--- config.mk ---
export PLATFORM = sky130hd
export DESIGN_NAME = dmtl_loader
export DESIGN_NICKNAME = d
export VERILOG_FILES = /design/src/dmtl_loader.v /design/src/dmtl_env.v /design/src/dmtl_fifo.v
export VERILOG_INCLUDE_DIRS = /design/src
export SDC_FILE = /design/constraint.sdc
export NUM_CORES = 2
export LEC_CHECK = 0
export BUFFER_PORTS_ARGS = -buffer_cell sky130_fd_sc_hd__buf_2
export CAP_MARGIN = 20
export CORE_ASPECT_RATIO = 0.75
export CORE_MARGIN = 2
export CORE_UTILIZATION = 51
export CTS_CLUSTER_DIAMETER = 120
export DETAILED_ROUTE_END_ITERATION = 7
export PLACE_DENSITY = 0.67
export SLEW_MARGIN = 0
export SYNTH_ARGS = -nofsm -noshare
export SYNTH_HDL_FRONTEND = slang
export SYNTH_SLANG_ARGS = --single-unit
--- constraint.sdc ---
create_clock -name i_mclk -period 3.44 [get_ports i_mclk]
set_input_delay 0.172 -clock i_mclk [delete_from_list [all_inputs] [get_ports i_mclk]]
set_output_delay 0.172 -clock i_mclk [all_outputs]
set_load 0.005 [all_outputs]
--- src/dmtl_regs.vh ---
// Purpose: Constants for the diagnostic microcode tape loader
// Assumes: 125 MHz controller clock, eight-track tape read bus plus parity line
// Notes: Times are in ns; cycle counts derive from the clock period
//
// Contract
// [RULE1] Tracks 1,3,4 form the data group; tracks 2,6,7 the timing group.
// [RULE2] Tracks 0 and 5 both live mark a block boundary; data then ignored.
// [RULE3] Each voter outputs the value reported by two or three detectors.
// [RULE4] Bit is 1 when data tracks live during a timing cell, else 0.
// [RULE5] Timing bursts of 20 live bytes then 20 dead; each burst one cell.
// [RULE6] Exactly one bit captured when voted timing activity ceases.
// [RULE7] Timing pulse stores the data bit, then steps the steering pointer.
// [RULE8] After 16 bits, word written at address bits 9 through 15.
// [RULE9] Address register increments after each word write.
// [RULE10] Writable diagnostic store holds 128 sixteen-bit words.
// [RULE11] Loading bypasses normal read detection; uses envelope detectors.
// [RULE12] Envelope detector active while line carries signal, else inactive.
// [RULE13] Channel commands have priority; delay after each before a kernel.
// [RULE14] After the delay with no new command, a kernel may start.
// [RULE15] Command during a kernel returns control to channel at once.
// [RULE16] Priority delay length is set by the operator.
// [RULE17] On failure kernel stops, error code shown, channel keeps running.
// [RULE18] Tape writer uses A7, DC, 84, FF, 7B byte patterns.
// [RULE19] Store output replaces fixed store at 780 hex up when enabled.
// [RULE20] Block start marker clears steering pointer and word counter.
// [RULE21] Store write strobe lasts one clock per completed word.
`ifndef DMTL_REGS_VH
`define DMTL_REGS_VH

`define DMTL_CLK_NS 8
`define DMTL_ENV_HOLD_NS 400
`define DMTL_ENV_HOLD_CYC (`DMTL_ENV_HOLD_NS / `DMTL_CLK_NS)
`define DMTL_DLY_UNIT_NS 1000
`define DMTL_DLY_UNIT_CYC (`DMTL_DLY_UNIT_NS / `DMTL_CLK_NS)

`define DMTL_TRK_MARK_A 0
`define DMTL_TRK_MARK_B 5
`define DMTL_TRK_DATA_A 1
`define DMTL_TRK_DATA_B 3
`define DMTL_TRK_DATA_C 4
`define DMTL_TRK_TIME_A 2
`define DMTL_TRK_TIME_B 6
`define DMTL_TRK_TIME_C 7

`define DMTL_WORD_BITS 16
`define DMTL_PTR_LAST 4'hf
`define DMTL_STORE_WORDS 128
`define DMTL_STORE_BASE 16'h0780
`define DMTL_ADDR_RST 16'h0780

`define DMTL_ST_WAIT 2'h0
`define DMTL_ST_READY 2'h1
`define DMTL_ST_RUN 2'h2
`define DMTL_ST_HALT 2'h3

`endif

--- src/dmtl_loader.v ---
// Purpose: Tape loader for the writable diagnostic store, plus kernel priority
// Assumes: Read bus lines asynchronous to i_mclk; other inputs on i_mclk
// Notes: Words queue in a FIFO; i_store_hold stalls store writes
`timescale 1ns/1ps
`include "dmtl_regs.vh"
module dmtl_loader #(
    parameter ENV_HOLD = `DMTL_ENV_HOLD_CYC,
    parameter DLY_UNIT = `DMTL_DLY_UNIT_CYC,
    parameter FIFO_DEPTH = 16,
    parameter FIFO_AW = 4
) (
    input wire i_mclk,
    input wire i_rst,
    input wire [8:0] i_read_bus,
    input wire i_load_en,
    input wire i_load_addr_set,
    input wire [15:0] i_load_addr,
    input wire i_store_hold,
    input wire [15:0] i_cs_addr,
    input wire [15:0] i_rom_data,
    input wire i_maint_mode,
    input wire i_diag_enable,
    input wire i_cpu_cmd,
    input wire [15:0] i_delay_setting,
    input wire i_kernel_req,
    input wire i_kernel_done,
    input wire i_kernel_fail,
    input wire [7:0] i_fail_code,
    input wire i_error_clear,
    output wire [8:0] o_track_live,
    output wire o_bypass_detect,
    output wire o_marker_seen,
    output reg [15:0] o_word,
    output reg o_store_wr,
    output reg [6:0] o_store_wr_addr,
    output wire [15:0] o_control_store_address_register,
    output reg [7:0] o_word_count,
    output reg o_overrun,
    output reg [15:0] o_control_store_data_register,
    output wire o_kernel_run,
    output reg o_kernel_go,
    output reg o_kernel_yield,
    output wire o_channel_priority,
    output reg [7:0] o_error_code,
    output wire o_error
);
    reg [15:0] word_assembly_register;
    reg [3:0] steer_reg;
    reg time_live_reg;
    reg data_seen_reg;
    reg mark_seen_reg;
    reg [15:0] addr_reg;
    reg [15:0] store [0:`DMTL_STORE_WORDS-1];
    reg [1:0] state_reg;
    reg [1:0] state_next;
    reg [15:0] dly_reg;
    reg [15:0] div_reg;
    reg tick_reg;
    wire [8:0] live;
    wire data_vote;
    wire time_vote;
    wire mark_now;
    wire cell_end;
    wire bit_val;
    wire word_done;
    wire fifo_in_ready;
    wire fifo_out_valid;
    wire [15:0] fifo_out_data;
    wire drain;
    wire in_store;

    // Two-of-three vote
    function maj3;
        input a;
        input b;
        input c;
        begin
            maj3 = (a & b) | (a & c) | (b & c);
        end
    endfunction

    // [RULE11] envelope path only
    dmtl_env #(
        .N(9),
        .HOLD(ENV_HOLD),
        .CW(16)
    ) u_env (
        .i_mclk(i_mclk),
        .i_rst(i_rst),
        .i_line(i_read_bus),
        .o_live(live)
    );

    assign o_track_live = live;
    assign o_bypass_detect = i_load_en;

    // [RULE1] track group voting
    // [RULE3] two of three
    assign data_vote = maj3(live[`DMTL_TRK_DATA_A], live[`DMTL_TRK_DATA_B],
                            live[`DMTL_TRK_DATA_C]);
    assign time_vote = maj3(live[`DMTL_TRK_TIME_A], live[`DMTL_TRK_TIME_B],
                            live[`DMTL_TRK_TIME_C]);
    // [RULE2] marker on tracks 0 and 5
    assign mark_now = live[`DMTL_TRK_MARK_A] & live[`DMTL_TRK_MARK_B];
    assign o_marker_seen = mark_seen_reg;

    // [RULE5] one burst is one cell
    // [RULE6] end of timing activity
    assign cell_end = i_load_en & time_live_reg & !time_vote;
    // [RULE4] live data in cell is a one
    assign bit_val = data_seen_reg | data_vote;
    // Markers block completion, so a cut word never reaches the FIFO
    assign word_done = cell_end && !(mark_seen_reg | mark_now) && (steer_reg == `DMTL_PTR_LAST);

    // Cell tracking: data and marker seen while timing live
    always @(posedge i_mclk) begin
        if (i_rst) begin
            time_live_reg <= 1'b0;
            data_seen_reg <= 1'b0;
            mark_seen_reg <= 1'b0;
        end else begin
            time_live_reg <= time_vote;
            if (!time_vote) begin
                data_seen_reg <= 1'b0;
                mark_seen_reg <= 1'b0;
            end else begin
                data_seen_reg <= data_seen_reg | data_vote;
                mark_seen_reg <= mark_seen_reg | mark_now;
            end
        end
    end

    // Word assembly and steering pointer
    always @(posedge i_mclk) begin
        if (i_rst) begin
            word_assembly_register <= 16'h0000;
            steer_reg <= 4'h0;
        end else if (!i_load_en) begin
            steer_reg <= 4'h0;
        end else if (mark_now) begin
            // [RULE20] marker clears pointer even without timing
            steer_reg <= 4'h0;
        end else if (cell_end) begin
            if (mark_seen_reg | mark_now) begin
                // [RULE20] block start clears pointer
                steer_reg <= 4'h0;
            end else begin
                // [RULE7] store bit then step
                word_assembly_register[steer_reg] <= bit_val;
                steer_reg <= steer_reg + 4'h1;
            end
        end
    end

    // Completed word, with the last bit merged in
    always @(posedge i_mclk) begin
        if (i_rst)
            o_word <= 16'h0000;
        else if (word_done)
            o_word <= (word_assembly_register & ~(16'h0001 << steer_reg))
                      | ({15'h0000, bit_val} << steer_reg);
    end

    // Overrun when a word finds the FIFO full
    always @(posedge i_mclk) begin
        if (i_rst)
            o_overrun <= 1'b0;
        else if (word_done && !fifo_in_ready)
            o_overrun <= 1'b1;
        else if (i_load_addr_set)
            o_overrun <= 1'b0;
    end

    // Word pushed the cycle after it completes
    reg push_reg;
    always @(posedge i_mclk) begin
        if (i_rst)
            push_reg <= 1'b0;
        else
            push_reg <= word_done && fifo_in_ready;
    end

    dmtl_fifo #(
        .W(`DMTL_WORD_BITS),
        .DEPTH(FIFO_DEPTH),
        .AW(FIFO_AW)
    ) u_fifo (
        .i_mclk(i_mclk),
        .i_rst(i_rst),
        .i_in_valid(push_reg),
        .o_in_ready(fifo_in_ready),
        .i_in_data(o_word),
        .o_out_valid(fifo_out_valid),
        .i_out_ready(drain),
        .o_out_data(fifo_out_data)
    );

    // Drain stalls while the sequencer holds the store
    assign drain = fifo_out_valid && !i_store_hold && !o_store_wr;

    // [RULE21] one-cycle write strobe
    always @(posedge i_mclk) begin
        if (i_rst) begin
            o_store_wr <= 1'b0;
            o_store_wr_addr <= 7'h00;
        end else begin
            o_store_wr <= drain;
            if (drain)
                o_store_wr_addr <= addr_reg[6:0];
        end
    end

    // [RULE8] write at address bits 9-15
    // [RULE10] 128-word store
    always @(posedge i_mclk) begin
        if (drain)
            store[addr_reg[6:0]] <= fifo_out_data;
    end

    // [RULE9] address steps per word
    always @(posedge i_mclk) begin
        if (i_rst)
            addr_reg <= `DMTL_ADDR_RST;
        else if (i_load_addr_set)
            addr_reg <= i_load_addr;
        else if (drain)
            addr_reg <= addr_reg + 16'h0001;
    end
    assign o_control_store_address_register = addr_reg;

    // Word counter per block
    always @(posedge i_mclk) begin
        if (i_rst)
            o_word_count <= 8'h00;
        else if (i_load_addr_set)
            o_word_count <= 8'h00;
        else if (i_load_en && mark_now)
            // [RULE20] marker tracks alone also clear count
            o_word_count <= 8'h00;
        else if (cell_end && (mark_seen_reg | mark_now))
            // [RULE20] block start clears count
            o_word_count <= 8'h00;
        else if (word_done)
            o_word_count <= o_word_count + 8'h01;
    end

    // [RULE19] store overrides fixed store
    assign in_store = (i_cs_addr >= `DMTL_STORE_BASE) && i_maint_mode && i_diag_enable;
    always @(posedge i_mclk) begin
        if (i_rst)
            o_control_store_data_register <= 16'h0000;
        else if (in_store)
            o_control_store_data_register <= store[i_cs_addr[6:0]];
        else
            o_control_store_data_register <= i_rom_data;
    end

    // Delay unit tick divider
    always @(posedge i_mclk) begin
        if (i_rst) begin
            div_reg <= 16'h0000;
            tick_reg <= 1'b0;
        end else if (div_reg == DLY_UNIT[15:0] - 16'h0001) begin
            div_reg <= 16'h0000;
            tick_reg <= 1'b1;
        end else begin
            div_reg <= div_reg + 16'h0001;
            tick_reg <= 1'b0;
        end
    end

    // [RULE13] reload delay on each command
    // [RULE16] operator sets the length
    always @(posedge i_mclk) begin
        if (i_rst)
            dly_reg <= 16'h0000;
        else if (i_cpu_cmd)
            dly_reg <= i_delay_setting;
        else if (tick_reg && dly_reg != 16'h0000)
            dly_reg <= dly_reg - 16'h0001;
    end

    // Kernel priority state machine
    always @* begin
        state_next = state_reg;
        case (state_reg)
            `DMTL_ST_WAIT: begin
                // [RULE14] delay expired
                if (!i_cpu_cmd && dly_reg == 16'h0000)
                    state_next = `DMTL_ST_READY;
            end
            `DMTL_ST_READY: begin
                if (i_cpu_cmd)
                    state_next = `DMTL_ST_WAIT;
                else if (i_kernel_req)
                    state_next = `DMTL_ST_RUN;
            end
            `DMTL_ST_RUN: begin
                // [RULE15] channel takes back control
                if (i_cpu_cmd)
                    state_next = `DMTL_ST_WAIT;
                else if (i_kernel_fail)
                    state_next = `DMTL_ST_HALT;
                else if (i_kernel_done)
                    state_next = `DMTL_ST_READY;
            end
            `DMTL_ST_HALT: begin
                if (i_error_clear)
                    state_next = `DMTL_ST_WAIT;
            end
            default: begin
                state_next = `DMTL_ST_WAIT;
            end
        endcase
    end

    // State register and pulses
    always @(posedge i_mclk) begin
        if (i_rst) begin
            state_reg <= `DMTL_ST_WAIT;
            o_kernel_go <= 1'b0;
            o_kernel_yield <= 1'b0;
        end else begin
            state_reg <= state_next;
            o_kernel_go <= (state_reg == `DMTL_ST_READY) && (state_next == `DMTL_ST_RUN);
            o_kernel_yield <= (state_reg == `DMTL_ST_RUN) && i_cpu_cmd;
        end
    end

    // [RULE17] latch error code on failure
    always @(posedge i_mclk) begin
        if (i_rst)
            o_error_code <= 8'h00;
        else if (state_reg == `DMTL_ST_RUN && !i_cpu_cmd && i_kernel_fail)
            o_error_code <= i_fail_code;
        else if (state_reg == `DMTL_ST_HALT && i_error_clear)
            o_error_code <= 8'h00;
    end

    assign o_kernel_run = (state_reg == `DMTL_ST_RUN);
    assign o_error = (state_reg == `DMTL_ST_HALT);
    // Channel has priority except while a kernel runs; a command then preempts it
    assign o_channel_priority = !o_kernel_run;
endmodule

--- src/dmtl_env.v ---
// Purpose: Envelope detectors for the tape read bus lines
// Assumes: Read lines are asynchronous; a live track toggles often
// Notes: Output stays active for a hold time after the last edge
`timescale 1ns/1ps
module dmtl_env #(
    parameter N = 9,
    parameter HOLD = 50,
    parameter CW = 8
) (
    input wire i_mclk,
    input wire i_rst,
    input wire [N-1:0] i_line,
    output wire [N-1:0] o_live
);
    genvar g;
    generate
        for (g = 0; g < N; g = g + 1) begin : env
            reg meta_reg;
            reg sync_reg;
            reg last_reg;
            reg [CW-1:0] hold_reg;
            // Two-stage synchroniser, then edge history
            always @(posedge i_mclk) begin
                if (i_rst) begin
                    meta_reg <= 1'b0;
                    sync_reg <= 1'b0;
                    last_reg <= 1'b0;
                end else begin
                    meta_reg <= i_line[g];
                    sync_reg <= meta_reg;
                    last_reg <= sync_reg;
                end
            end
            // [RULE12] retriggered hold counter
            always @(posedge i_mclk) begin
                if (i_rst)
                    hold_reg <= {CW{1'b0}};
                else if (sync_reg != last_reg)
                    hold_reg <= HOLD[CW-1:0];
                else if (hold_reg != {CW{1'b0}})
                    hold_reg <= hold_reg - 1'b1;
            end
            assign o_live[g] = (hold_reg != {CW{1'b0}});
        end
    endgenerate
endmodule

--- src/dmtl_fifo.v ---
// Purpose: Word FIFO between word assembly and store writes
// Assumes: Single clock, DEPTH a power of two
// Notes: Valid/ready on both sides; full and empty are exact
`timescale 1ns/1ps
module dmtl_fifo #(
    parameter W = 16,
    parameter DEPTH = 16,
    parameter AW = 4
) (
    input wire i_mclk,
    input wire i_rst,
    input wire i_in_valid,
    output wire o_in_ready,
    input wire [W-1:0] i_in_data,
    output wire o_out_valid,
    input wire i_out_ready,
    output wire [W-1:0] o_out_data
);
    reg [W-1:0] mem [0:DEPTH-1];
    reg [AW:0] wr_reg;
    reg [AW:0] rd_reg;
    wire empty;
    wire full;
    wire push;
    wire pop;

    // Extra pointer bit tells full from empty
    assign empty = (wr_reg == rd_reg);
    assign full = (wr_reg[AW-1:0] == rd_reg[AW-1:0]) && (wr_reg[AW] != rd_reg[AW]);
    assign o_in_ready = !full;
    assign o_out_valid = !empty;
    assign push = i_in_valid && !full;
    assign pop = i_out_ready && !empty;
    assign o_out_data = mem[rd_reg[AW-1:0]];

    // Storage write
    always @(posedge i_mclk) begin
        if (push)
            mem[wr_reg[AW-1:0]] <= i_in_data;
    end

    // Pointers
    always @(posedge i_mclk) begin
        if (i_rst) begin
            wr_reg <= {(AW+1){1'b0}};
            rd_reg <= {(AW+1){1'b0}};
        end else begin
            if (push)
                wr_reg <= wr_reg + 1'b1;
            if (pop)
                rd_reg <= rd_reg + 1'b1;
        end
    end
endmodule

Word level (Yosys, flattened, before mapping) --
Memories as Yosys holds them, arrays and structs flattened. A register that Yosys moved wholly into a read port is not among the register bits. Index checks and enable logic that the tools add are counted.
Cells by class: divide/modulo/power cells 0, reductions and logical operators 68, $lt $le $gt $ge 3, bitwise operators 22, shifts and indexed selects 2, equal/unequal tests 18, add/subtract/negate cells 16, multipliers 0, muxes and demuxes 46
Operators with widths (count):
- $reduce_bool 16->1 | 10
- $sub 16x1->16 const B | 10
- $mux 6 | 18
- $mux 16 | 5
- $add 16x1->16 const B | 2
- $reduce_bool 2->1 | 13
- $reduce_or 2->1 | 11
- $logic_and 1x1->1 | 21
- $and 16x16->16 | 1
- $bwmux 16 | 1
- $eq 16x7->1 const B | 1
- $ge 16x11->1 const B | 1
- $logic_not 16->1 | 1
- $mux 8 | 2
- $not 16->16 | 1
- $or 16x16->16 | 1
- $shl 1x4->16 | 1
- $shl 1x4->16 const A | 1
- $mux 2 | 7
- $mux 4 | 3
- $add 5x1->5 const B | 2
- $ne 1x1->1 | 10
- $and 1x1->1 | 9
- $add 8x1->8 const B | 1
- other kinds (18) | 42
Storage, ports and cells: flip-flop bits (word level) 315, bits of input ports 93, memories kept 2, memory bits (writable) 2304, bits in latches 0, ROM bits 0
Memories:
- store | words 128, bits a word 16, rd ports 1, clocked after Yosys merged registers in 0, wr ports 1, line dmtl_loader.v:53 | reg [15:0] store [0:`DMTL_STORE_WORDS-1];
- u_fifo.mem | words 16, bits a word 16, rd ports 1, clocked after Yosys merged registers in 1, wr ports 1, line dmtl_fifo.v:19 | reg [W-1:0] mem [0:DEPTH-1];

Depth between registers and ports, before layout --
depth in word-level cells 10, gate-level depth with buffers 11, mapped depth without buffers 9

Cells and area by module --
From an unflattened synthesis, not the netlist that was laid out.
Unflattened totals: cells, all modules 5968, area total of the unflattened synthesis 104749.2 um2
Modules (own cells, without submodules):
- dmtl_loader | area each 85643.4 um2, times used 1, sequential area each 64181.6 um2, cells an instance 4514
- dmtl_fifo | area each 10652.7 um2, times used 1, sequential area each 7967.6 um2, cells an instance 459
- dmtl_env | area each 8453.1 um2, times used 1, sequential area each 3423.3 um2, cells an instance 995

Worst setup path before layout --
OpenSTA, ideal clock, no wires.
path kind register to register, start point reg with a tool-made name, end point mem store[0][0], data pin, arrival time 2.731 ns, path slack 0.259 ns, required time 2.989 ns, buffers on the path 2, period minus slack after synthesis 3.181 ns, library setup time 0.451 ns, stages on the path, launching flop included 5, path through dfxtp_1 clkbuf_1 buf_1 mux4_2 mux4_2
RTL lines (line):
- end, declared | dmtl_loader.v:53

Worst setup path in the final report --
start point reg u_env.env[8].hold_reg[7], end point out o_track_live[8]
Between the ends: longest elaborated chain between the ends 1
Ends and longest elaborated chain:
- start, declared | line dmtl_env.v:21 | reg [CW-1:0] hold_reg;
- start signal, assigned | line dmtl_env.v:37 | hold_reg <= {CW{1'b0}};
- start signal, assigned | line dmtl_env.v:39 | hold_reg <= HOLD[CW-1:0];
- start signal, assigned | line dmtl_env.v:41 | hold_reg <= hold_reg - 1'b1;
- $reduce_bool 16->1 | line dmtl_env.v:43 | assign o_live[g] = (hold_reg != {CW{1'b0}});
- end, declared | line dmtl_loader.v:30 | output wire [8:0] o_track_live,
No other way between the ends.

==> run summary <==
* **result of the run** finished, final reports clean
* **Slew HR** 14.8%
* **max reg flops** 2,048
* **Post-DP HPWL** 159,000 um
* **Non-Filler Instances** 9,165
* **type of element capturing the critical path** primary output
* **net count after synthesis** 5,853
* **launch point of the worst path** u_env.env[8].hold_reg[7]
* **die width** 520 um
* **Total Routed Length** 260,000 um
* **min cycle time layout** 3260 ps
* **flop and latch count out of synthesis** 2,623
* **starting utilization of the core area** 51.2%
* **Worst R2R Start** u_env.env[3].hold_reg[4]
* **share of final-layout standard cells stronger than drive strength 1** 22.1%
* **total congestion overflow** 0
* **share of the clock period used by the worst path after layout** 94.6%
* **H-tree depth** 4
* **library cell with the largest summed area after synthesis** edfxtp_1
* **detail-routed net length per standard cell** 28.4 um
* **cell at the root of the clock tree** clkbuf_16
* **pwr/cell area** 585 mW/mm2
* **terminating pin of the worst hold path** o_kernel_yield
* **most frequently used flop master after synthesis** edfxtp_1
* **die area** 0.204 mm2
* **sequential cell area in the final layout** 0.0756 mm2
* **hold path startpoint** i_cpu_cmd
* **sequential area share after synthesis** 74.1%
* **leading cell types by count after synthesis** 2,304 x edfxtp_1, 500 x mux4_2, 418 x nor2_1
* **critical setup path kind** flop to primary output
* **Reg2Reg Setup Slack** 350 ps
* **Total Negative Setup Slacks** 0 ps
* **worst r2r path cells** 5
* **CP dominant cell by count** or4_1
* **number of global-route vias before repair** 54.5k
* **count of warnings emitted by yosys** 0
* **peak supply drop** 0.553 mV
* **Placed Instances** 8,625
* **number of buffers inserted during clock tree synthesis** 244
* **post-route antenna net violation count** 0
* **net count of the finished layout** 6,438
* **Clock Path Buffers** 4
* **core outline area** 0.199 mm2
* **height of the chip** 391 um
* **r2r endpoint** word_assembly_register[9]
* **setup repair after global routing missed its margin** false
* **slowest cell on the critical path** or4_1
* **final slew viol count** 0
* **share of the synthesized area in the top cell type** 67.8%
* **maximum cell stage delay along the critical path** 610 ps
* **detailed-route vias per instance** 6.19
* **critical path fanouts, max** 6
* **synth unique cells** 68
* **class of the most critical hold timing path** primary input to flop
* **clock latency on the worst-skew pair** 890 ps
* **number of I/O pins** 182
* **DRC violation count after routing** 0
* **number of DRC markers in iteration 0** 8,084
* **number of synthesized flops with an enable pin** 2,304
* **top post-synthesis cells by area** edfxtp_1 68%, mux4_2 11%, dfxtp_1 6.3%
* **Crit path arrival time** 3080 ps
* **required time worst endpoint** 3270 ps
* **static leakage** 0.0427 uW
* **Row Count** 142
* **f_max** 0.307 GHz
* **Worst Clk Skew** 58.5 ps
* **Post-Route Utilization** 58.8%
* **Post-synth ARST share** 0%
* **Overall Global Routing Usage** 25.4%
* **syn avg cell area** 17.8 um2
* **setup violation total in the final timing report** 0
* **total number of clock tree sinks** 2,623
* **netlist area before placement** 0.102 mm2
* **Min-Delay Path Depth** 3
* **number of optimization iterations in the first detailed-route pass** 5
* **IO Port Bufs** 181
* **initial antenna violation count** 6
* **number of hold-slack violations in the final timing report** 0
* **worst slew pin tran** 1280 ps
* **count of maximum capacitance violations** 0
* **synthesis-to-finish area growth** 14.8%
* **TritonCTS clock tree** done
* **Startpoint Class** flop
* **gp weighted congestion** 0.958
* **maximum number of pins on one net before global-route repair** 129
* **Post-Synthesis Cells** 5,726
* **total area of multi-input combinational cells** 0.0251 mm2
* **most instantiated library cell after synthesis** edfxtp_1
* **Reg clk slew, reported paths** 70 ps
* **total number of vias** 56.7k
* **wire length of the first global-routing pass** 378,000 um
* **number of filler cells placed in the layout** 14.6k
* **cells traversed along the worst timing path** or4_1 > or4_1 > or4_1 > buf_2
## power breakdown
| part | total [uW] | internal (uW) | switching (uW) |
|---|---|---|---|
| Clock | 26000 | 14500 | 11500 |
| Sequential | 35600 | 34900 | 769 |
| Combinational | 6920 | 2830 | 4080 |
| Total | 68500 | 52200 | 16400 |
## area by class of cell
type,instances,share of cell area [%]
Antenna cell,2,0.00427
Sequential cell,2623,64.5
Clock buffer,300,5.48
Clock inverter,134,0.974
Inverter,49,0.159
Timing Repair Buffer,647,4.56
Multi-Input combinational cell,2746,21.5
Tap cell,2664,2.85
## critical path, delay by kind of cell, from the launching register on
family / cells / cell delay, ps
buf+inv: 1 / 190
flops: 1 / 340
simple gates: 3 / 1710
## repair_timing
item,in CTS,in global routing
setup buffers,0,0
endpoints found under the hold margin,106,0
resized for setup,0,1
endpoints found under the setup margin,0,15
hold buffers,104,0
## kinds of logic after synthesis
logic type	count (synthesis)	synth area share [%]
buffers and inverters	357	1.42
AO/OA/AOI/OAI	573	3.65
multiplexers	712	13.1
AND/OR/NAND/NOR	1254	5.81
adder cells (fa/ha/maj)	39	0.469
flip-flops	2623	74.1
XOR/XNOR	168	1.44
## how the worst max path moves through the flow
stage                                             to  slack (ps)  cells past startpoint
global route                         o_track_live[8]          70                      4
detailed placement  o_control_store_data_register[5]         140                      7
finish                               o_track_live[8]         180                      4
CTS                                  o_track_live[8]         130                      4
global placement    o_control_store_data_register[5]         170                      7
floorplan                                store[0][0]         260                      4
## stage by stage
stage | worst slack [ps] | hold WS, ps | area [um2] | total power, uW
after global routing | 67.5 | 75.3 | 117000 | 71000
final | 185 | 62.7 | 117000 | 68500
after CTS | 128 | 7.01 | 117000 | 68900
after detailed placement | 143 | 393 | 109000 | 43000
after global placement | 174 | 389 | 109000 | 42800
after floorplan | 259 | 300 | 102000 | 41200
## cell usage in the layout (no fill, tap or decap), types with 48 or more instances in the layout
cell type / synthesis / routed
a21oi_1: 182 / 182
a22oi_1: 100 / 100
buf_12: 0 / 52
buf_2: 70 / 177
buf_4: 3 / 312
clkbuf_16: 0 / 245
clkinv_1: 3 / 50
clkinv_2: 0 / 53
dfxtp_1: 319 / 317
dlygate4sd3_1: 0 / 104
edfxtp_1: 2304 / 2304
mux2i_1: 209 / 209
mux4_2: 500 / 484
nand2_1: 284 / 283
nand3_1: 148 / 148
nand4_1: 66 / 66
nor2_1: 418 / 401
nor3_1: 101 / 94
nor4_1: 59 / 57
o21ai_0: 87 / 86
o221ai_1: 64 / 64
o22ai_1: 48 / 48
xnor2_1: 92 / 92
xor2_1: 76 / 76
## routing by layer
layer | wire [um] | global-route usage, %
met5 | 27 | 0
met4 | 9150 | 8.43
met3 | 28600 | 6.39
met2 | 112000 | 35.6
met1 | 110000 | 38.7
(Power assumes the default switching activity.)
